`src/bridge_cfg_defines.vh`:
```
// Constants for the bridge bus number and I/O window register bank.
// Assumes byte-wide configuration access at the header byte offsets.
// Function
// - Upstream bus index at 0x18, resets zero
// - Downstream bus index at 0x19, resets zero
// - Highest downstream index at 0x1a, resets zero
// - Downstream and highest indices steer type 1 configuration response
// - Burst timer at 0x1b, downstream clocks, zero
// - Base bits 7:4 give address 15:12
// - Limit bits 7:4 give 15:12, low FFF
// - Low nibbles of both read 1h
// - Bottom bits 31:16 from base-upper 0x30
// - Top bits 31:16 from limit-upper 0x32
// - Forward I/O when address inside window
`ifndef BRIDGE_CFG_DEFINES_VH
`define BRIDGE_CFG_DEFINES_VH
`define OFS_UP_BUS     8'h18
`define OFS_DN_BUS     8'h19
`define OFS_HI_BUS     8'h1a
`define OFS_BURST_TMR  8'h1b
`define OFS_IO_BOT     8'h1c
`define OFS_IO_TOP     8'h1d
`define OFS_IO_BOT_UP0 8'h30
`define OFS_IO_BOT_UP1 8'h31
`define OFS_IO_TOP_UP0 8'h32
`define OFS_IO_TOP_UP1 8'h33
`define RST_BYTE       8'h00
`define IO_WIDTH_CODE  4'h1
`define IO_LOW_BOT     12'h000
`define IO_LOW_TOP     12'hfff
`define CFG_RSP_NONE   2'h0
`define CFG_RSP_CONV   2'h1
`define CFG_RSP_PASS   2'h2
`define IO_BITS_RST    4'h0
`define IO_UP_RST      16'h0000
`define IO_FLD_MSB     7
`define IO_FLD_LSB     4
`define BYTE_LO_MSB    7
`define BYTE_LO_LSB    0
`define BYTE_HI_MSB    15
`define BYTE_HI_LSB    8
`define BUS_PAD        24'h000000
`define TMR_STEP       8'h01
`endif

```
`src/bridge_cfg_regs.v`:
```
// Type 1 header bus numbers, burst timer and I/O window registers.
// Assumes a byte-wide configuration port and same-clock request sources.
`timescale 1ns/1ps
`include "bridge_cfg_defines.vh"
module bridge_cfg_regs (
	// Clock and reset
	input  wire        ref_clk,
	input  wire        sys_rst,
	// Configuration byte port
	input  wire        cfgWr,
	input  wire        cfgRd,
	input  wire [7:0]  cfgAddr,
	input  wire [7:0]  cfgWrData,
	output reg  [7:0]  cfgRdData,
	output reg         cfgRdValid,
	// Type 1 configuration decode
	input  wire        cfgT1Valid,
	input  wire [7:0]  cfgT1Bus,
	output reg  [1:0]  cfgT1Resp,
	// I/O forwarding decode
	input  wire        ioValid,
	input  wire [31:0] ioAddr,
	output reg         ioForward,
	// Downstream burst control
	input  wire        pciClkEn,
	input  wire        burstActive,
	input  wire        grantHeld,
	output reg         burstStop
);
////////////////////////////////////////////////////////////////////////////////
reg  [7:0]  upBus_r;
reg  [7:0]  dnBus_r;
reg  [7:0]  hiBus_r;
reg  [7:0]  burstTmr_r;
reg  [3:0]  ioBotBits_r;
reg  [3:0]  ioTopBits_r;
reg  [15:0] ioBotUp_r;
reg  [15:0] ioTopUp_r;
reg  [7:0]  rdData_nxt;
wire [31:0] ioBottom;
wire [31:0] ioTop;
wire        stopNxt;
wire        wrUpBus;
wire        wrDnBus;
wire        wrHiBus;
wire        wrBurstTmr;
wire        wrIoBot;
wire        wrIoTop;
wire        wrIoBotUp0;
wire        wrIoBotUp1;
wire        wrIoTopUp0;
wire        wrIoTopUp1;
wire [31:0] busWide;
wire [31:0] dnBusWide;
wire [31:0] hiBusWide;

assign ioBottom = {ioBotUp_r, ioBotBits_r, `IO_LOW_BOT};
assign ioTop    = {ioTopUp_r, ioTopBits_r, `IO_LOW_TOP};
assign busWide   = {`BUS_PAD, cfgT1Bus};
assign dnBusWide = {`BUS_PAD, dnBus_r};
assign hiBusWide = {`BUS_PAD, hiBus_r};
////////////////////////////////////////////////////////////////////////////////
// Write strobes per register
assign wrUpBus    = cfgWr && (cfgAddr == `OFS_UP_BUS);
assign wrDnBus    = cfgWr && (cfgAddr == `OFS_DN_BUS);
assign wrHiBus    = cfgWr && (cfgAddr == `OFS_HI_BUS);
assign wrBurstTmr = cfgWr && (cfgAddr == `OFS_BURST_TMR);
assign wrIoBot    = cfgWr && (cfgAddr == `OFS_IO_BOT);
assign wrIoTop    = cfgWr && (cfgAddr == `OFS_IO_TOP);
assign wrIoBotUp0 = cfgWr && (cfgAddr == `OFS_IO_BOT_UP0);
assign wrIoBotUp1 = cfgWr && (cfgAddr == `OFS_IO_BOT_UP1);
assign wrIoTopUp0 = cfgWr && (cfgAddr == `OFS_IO_TOP_UP0);
assign wrIoTopUp1 = cfgWr && (cfgAddr == `OFS_IO_TOP_UP1);
////////////////////////////////////////////////////////////////////////////////
// Range compare shared by bus routing and the I/O window
function withinRange;
	input [31:0] value;
	input [31:0] low;
	input [31:0] high;
	begin
		withinRange = (value >= low) && (value <= high);
	end
endfunction
////////////////////////////////////////////////////////////////////////////////
// Register writes, one process per register
always @(posedge ref_clk) begin
	if (sys_rst)
		upBus_r <= `RST_BYTE;
	else if (wrUpBus)
		upBus_r <= cfgWrData;
end

always @(posedge ref_clk) begin
	if (sys_rst)
		dnBus_r <= `RST_BYTE;
	else if (wrDnBus)
		dnBus_r <= cfgWrData;
end

always @(posedge ref_clk) begin
	if (sys_rst)
		hiBus_r <= `RST_BYTE;
	else if (wrHiBus)
		hiBus_r <= cfgWrData;
end

always @(posedge ref_clk) begin
	if (sys_rst)
		burstTmr_r <= `RST_BYTE;
	else if (wrBurstTmr)
		burstTmr_r <= cfgWrData;
end

always @(posedge ref_clk) begin
	if (sys_rst)
		ioBotBits_r <= `IO_BITS_RST;
	else if (wrIoBot)
		ioBotBits_r <= cfgWrData[`IO_FLD_MSB:`IO_FLD_LSB];
end

always @(posedge ref_clk) begin
	if (sys_rst)
		ioTopBits_r <= `IO_BITS_RST;
	else if (wrIoTop)
		ioTopBits_r <= cfgWrData[`IO_FLD_MSB:`IO_FLD_LSB];
end

always @(posedge ref_clk) begin
	if (sys_rst) begin
		ioBotUp_r <= `IO_UP_RST;
	end else begin
		if (wrIoBotUp0)
			ioBotUp_r[`BYTE_LO_MSB:`BYTE_LO_LSB] <= cfgWrData;
		if (wrIoBotUp1)
			ioBotUp_r[`BYTE_HI_MSB:`BYTE_HI_LSB] <= cfgWrData;
	end
end

always @(posedge ref_clk) begin
	if (sys_rst) begin
		ioTopUp_r <= `IO_UP_RST;
	end else begin
		if (wrIoTopUp0)
			ioTopUp_r[`BYTE_LO_MSB:`BYTE_LO_LSB] <= cfgWrData;
		if (wrIoTopUp1)
			ioTopUp_r[`BYTE_HI_MSB:`BYTE_HI_LSB] <= cfgWrData;
	end
end
////////////////////////////////////////////////////////////////////////////////
// Register reads
always @* begin
	case (cfgAddr)
	`OFS_UP_BUS:     rdData_nxt = upBus_r;
	`OFS_DN_BUS:     rdData_nxt = dnBus_r;
	`OFS_HI_BUS:     rdData_nxt = hiBus_r;
	`OFS_BURST_TMR:  rdData_nxt = burstTmr_r;
	`OFS_IO_BOT:     rdData_nxt = {ioBotBits_r, `IO_WIDTH_CODE};
	`OFS_IO_TOP:     rdData_nxt = {ioTopBits_r, `IO_WIDTH_CODE};
	`OFS_IO_BOT_UP0: rdData_nxt = ioBotUp_r[`BYTE_LO_MSB:`BYTE_LO_LSB];
	`OFS_IO_BOT_UP1: rdData_nxt = ioBotUp_r[`BYTE_HI_MSB:`BYTE_HI_LSB];
	`OFS_IO_TOP_UP0: rdData_nxt = ioTopUp_r[`BYTE_LO_MSB:`BYTE_LO_LSB];
	`OFS_IO_TOP_UP1: rdData_nxt = ioTopUp_r[`BYTE_HI_MSB:`BYTE_HI_LSB];
	default:         rdData_nxt = `RST_BYTE;
	endcase
end

always @(posedge ref_clk) begin
	if (sys_rst) begin
		cfgRdData  <= `RST_BYTE;
		cfgRdValid <= 1'b0;
	end else begin
		cfgRdValid <= cfgRd;
		if (cfgRd)
			cfgRdData <= rdData_nxt;
	end
end
////////////////////////////////////////////////////////////////////////////////
// Type 1 configuration decode
always @(posedge ref_clk) begin
	if (sys_rst)
		cfgT1Resp <= `CFG_RSP_NONE;
	else if (!cfgT1Valid)
		cfgT1Resp <= `CFG_RSP_NONE;
	else if (cfgT1Bus == dnBus_r)
		cfgT1Resp <= `CFG_RSP_CONV;
	else if (withinRange(busWide, dnBusWide, hiBusWide))
		cfgT1Resp <= `CFG_RSP_PASS;
	else
		cfgT1Resp <= `CFG_RSP_NONE;
end
////////////////////////////////////////////////////////////////////////////////
// I/O window decode
always @(posedge ref_clk) begin
	if (sys_rst)
		ioForward <= 1'b0;
	else
		ioForward <= ioValid && withinRange(ioAddr, ioBottom, ioTop);
end
////////////////////////////////////////////////////////////////////////////////
// Burst latency
always @(posedge ref_clk) begin
	if (sys_rst)
		burstStop <= 1'b0;
	else
		burstStop <= stopNxt;
end

burst_timer uTimer (
	.ref_clk     (ref_clk),
	.sys_rst     (sys_rst),
	.clkEn       (pciClkEn),
	.burstActive (burstActive),
	.grantHeld   (grantHeld),
	.timerValue  (burstTmr_r),
	.burstStop   (stopNxt)
);
endmodule // bridge_cfg_regs

```
`src/burst_timer.v`:
```
// Downstream burst latency counter.
// Assumes clkEn marks one downstream bus clock in the core clock.
`timescale 1ns/1ps
`include "bridge_cfg_defines.vh"
module burst_timer (
	// Clock and reset
	input  wire       ref_clk,
	input  wire       sys_rst,
	// Control
	input  wire       clkEn,
	input  wire       burstActive,
	input  wire       grantHeld,
	input  wire [7:0] timerValue,
	// Result
	output reg        burstStop
);
reg [7:0] count_r;
always @(posedge ref_clk) begin
	if (sys_rst || !burstActive) begin
		count_r   <= `RST_BYTE;
		burstStop <= 1'b0;
	end else begin
		if (clkEn && count_r != timerValue)
			count_r <= count_r + `TMR_STEP;
		burstStop <= (count_r == timerValue) && !grantHeld;
	end
end
endmodule // burst_timer

```
`config.mk`:
```
export PLATFORM = sky130hd
export DESIGN_NAME = bridge_cfg_regs
export DESIGN_NICKNAME = d
export VERILOG_FILES = /design/src/bridge_cfg_regs.v /design/src/burst_timer.v
export VERILOG_INCLUDE_DIRS = /design/src
export SDC_FILE = /design/constraint.sdc
export NUM_CORES = 1
export LEC_CHECK = 0
export ABC_AREA = 1
export BUFFER_PORTS_ARGS = -buffer_cell sky130_fd_sc_hd__buf_2
export CAP_MARGIN = 20
export CORE_ASPECT_RATIO = 0.8
export CORE_MARGIN = 5
export CORE_UTILIZATION = 45
export DETAILED_ROUTE_END_ITERATION = 8
export PLACE_DENSITY = 0.62
export SETUP_SLACK_MARGIN = 0.3
export SLEW_MARGIN = 20
export SYNTH_ARGS = -nofsm -noshare
export SYNTH_HDL_FRONTEND = slang
export SYNTH_SLANG_ARGS = --single-unit
```
`constraint.sdc`:
```
create_clock -name ref_clk -period 1.8 [get_ports ref_clk]
set_input_delay 0.18 -clock ref_clk [delete_from_list [all_inputs] [get_ports ref_clk]]
set_output_delay 0.18 -clock ref_clk [all_outputs]
set_load 0.005 [all_outputs]
```
==> flow_summary_export.csv <==
group,metric,value,unit
yosys,synth_area_leaders,"dfxtp_1, ha_1, a21oi_1, nand2_1, inv_1",
sta,period_share,0.850,
final_layout,layout.nets,992,
critical_path,cp-startpoint,"ioBotUp_r[6]",
critical_path,worst-path-buf-inv,1,
cts,cts_tree,"yes",
cts,h-tree-depth,3,
cts,cts-root-buf,"clkbuf_16",
sta,skew,8.02,ps
global_route,grt_max_degree,39,
sta,worst_pin_slew,393,ps
global_route,use_met2,0.347,
floorplanning,die_x,137,um
sta,layout_setup_ws,270,ps
sta,min_period,1530,ps
global_route,grt_use_total,0.230,
critical_path,r2r_start,"ioBotUp_r[6]",
routing,drc,0,
final_layout,areaGrowthSynthToFinish,18.7,%
routing,viasPerCell,5.36,
yosys,synth-simple-area-share,0.249,
floorplanning,pin_count,78,
yosys,syn_area_per_cell,7.31,um^2
sta,fin_tns_setup,0,ps
sta,grt_setup_unrepaired,"yes",
yosys,ys_ff_latch,94,
power,ir_drop,534,uV
routing,drtAntennaViolNets,0,
yosys,synthCells,797,
sta,slew_viol_final,0,
routing,wl_per_cell,16.3,um
floorplanning,fp.dieH,112,um
critical_path,cpMostUsedCell,"nor2_1",
flow_run,cap_violations,0,
place,port_buffers,77,
final_layout,num_antenna_cells,0,
yosys,yosysWarnings,0,
cts,clock_latency,340,ps
yosys,synth_compound_area_frac,0.188,
power,p_comb_frac,0.109,
power,switchingPower,0.00113,W
floorplanning,start_util,0.456,
global_route,use_met3,0.0524,
power,power_frac_seq,0.431,
hold_path,hp-class,"in -> reg",
final_layout,final_util,0.542,
routing,vias,5627,
final_layout,drive_above_1_share,0.231,
sta,max_freq,653,MHz
yosys,synth_top_area_frac,0.323,
routing,detail_route.first_pass.iterations,7,
outcome,run_status,"completed",
sta,setup_violations,0,
global_route,top_usage_layer,"met2",
critical_path,crit_family,"simple AND/OR/NAND/NOR gates",
global_route,antenna_found_initial,0,
critical_path,cpPeakStageDelay,320,ps
yosys,synth_cell_type_count,32,
critical_path,worstSetupEndpointType,"flop",
critical_path,path_max_fanout,2,
power,switching_share,0.234,
critical_path,path_class,"reg -> reg",
critical_path,arrival,1810,ps
global_route,overflow,0,
yosys,synthMuxAreaShare,0,
power,clkPwrFrac,0.460,
yosys,ys_seq_area_frac,0.323,
global_route,grt_pass1_vias,5435,
power,power_density,701,nW/um^2
place,pre_cts_ws,173,ps
place,gp_congestion,0.909,
cts,path_clk_slew,60,ps
floorplanning,rows,37,
floorplanning,core-area,12800,um^2
place,placed_area,6310,um^2
global_route,grt_first_pass_wirelength,27.7,mm
cts,cts_buffers,9,
cts,clock_path_buffers,2,
routing,drtIter0Drc,418,
critical_path,crit_chain,"inv_1 > ha_1 > nand2_1 > nor2_2 > nand4_1 > nor2_1 > nand2_1 > nand3_2 > nor2_1 > nor2_1",
yosys,synth_xor_area_frac,0.0165,
power,p_leak,2.85,nW
yosys,synthesis.nets,919,
critical_path,required,2080,ps
global_route,grtUsageMet1,0.325,
sta,report.final.hold_viol_count,0,
cts,cts.sinks,94,
place,hpwl,13.1,mm
critical_path,critPathLaunchType,"flop",
sta,max_slew_margin,0.738,
floorplanning,dieArea,15300,um^2
power,internal_power,0.00372,W
power,finalPower,0.00485,W
yosys,yosys.area.top_type,"dfxtp_1",
yosys,synth_top_family_by_area,"simple AND/OR/NAND/NOR gates",
routing,postRouteWirelength,17.1,mm
critical_path,cp_slowest_cell,"dfxtp_2",
yosys,syn_area,5830,um^2
final_layout,postLayoutCellArea,6920,um^2
hold_path,hold_start,"cfgT1Valid",
yosys,synthAdderAreaFrac,0.122,
## cells by family (layout without fill, tap and decap cells)
kind of cell / after synthesis / count (layout)
AO/OA/AOI/OAI: 214 / 214
XOR/XNOR: 11 / 11
adder cells (fa/ha/maj): 57 / 57
buffers and inverters: 141 / 219
flip-flops: 94 / 94
AND/OR/NAND/NOR: 280 / 280
## metrics by stage
step,hold WS [ps],instances
final,102,1050
after global routing,114,1050
after floorplan,258,797
after CTS,102,1047
after global placement,346,1024
after detailed placement,347,1024
## path summary, 6_finish.rpt
check,endpoint,slack [ps],cells past startpoint
min reg2reg,burstStop,400,2
min,cfgT1Resp[0],100,3
max reg2reg,ioForward,270,10
max,ioForward,270,10
## cell usage in the layout (no fill, tap or decap), types with 25 or more instances in the layout
master and instances:
dfxtp_1 69, inv_1 95, nor2_1 41, dfxtp_2 25, o21ai_0 75, a21oi_1 107, nand3_1 72, nand2_1 106
buf_2 77, ha_1 49
## cells in the mapped netlist
cell and n:
buf_6 4, a211oi_1 1, clkinv_1 1, a21oi_1 109
inv_2 4, buf_4 6, nand3_1 73, o21ai_0 76
nand2_2 4, clkbuf_1 9, nand3_2 9, xor2_1 2
buf_2 9, nand3_4 2, nor3_1 6, buf_1 4
or2_2 1, nor2_4 4, nor2_1 46, nor2_8 6
nand2_4 5, nand4_1 10, ha_1 57, inv_1 104
xnor2_1 9, dfxtp_1 94, nor2_2 2, a21oi_2 4
o21a_1 3, nand2_1 109, nor4_1 3, o21ai_1 21
## area by class of cell
class                      count  area, um^2
sequential                    94        1910
clock buffer                  13         260
tap                          175         219
multi-input combinational    562        3500
fill                        1257        5860
timing repair buffer          94         528
clock inverter                 3        90.1
inverter                     109         409
## routing by layer
| layer | vias up | wire length, um |
|---|---|---|
| li1 | 2811 | - |
| met1 | 2589 | 7940 |
| met2 | 197 | 7420 |
| met3 | 30 | 1360 |
| met4 | 0 | 387 |
| met5 | - | 0 |
## repair_timing
action / 4_1_cts / 5_1_grt
gates resized for setup: 34 / 23
hold endpoints to repair: 1 / 0
setup buffers: 6 / 3
pin swaps: 18 / 13
hold buffers: 1 / 0
setup endpoints to repair: 1 / 9
## sequential cells by signal, indices dropped and copies added, names as in the netlist
register,flops
ioTopBits_r,4
dnBus_r,8
ioForward,1
uTimer.burstStop,1
ioBotBits_r,4
cfgRdData,8
burstTmr_r,8
cfgT1Resp,2
ioTopUp_r,16
burstStop,1
uTimer.count_r,8
upBus_r,8
ioBotUp_r,16
cfgRdValid,1
hiBus_r,8
## power groups by stage
| stage | combinational (W) | sequential (W) | clock (W) |
|---|---|---|---|
| finish | 0.000530 | 0.00209 | 0.00223 |
| global placement | 0.000481 | 0.00214 | 0 |
| detailed placement | 0.000495 | 0.00214 | 0 |
| global route | 0.000596 | 0.00209 | 0.00236 |
| CTS | 0.000515 | 0.00209 | 0.00227 |
| floorplan | 0.000301 | 0.00214 | 0 |
## tightest hold or removal path: cells and delay by family
| kind | cells | cell delay [ps] |
|---|---|---|
| buffers and inverters | 1 | 100 |
| and+or+nand+nor | 2 | 120 |
No activity file was read; power rests on OpenSTA's default activity.
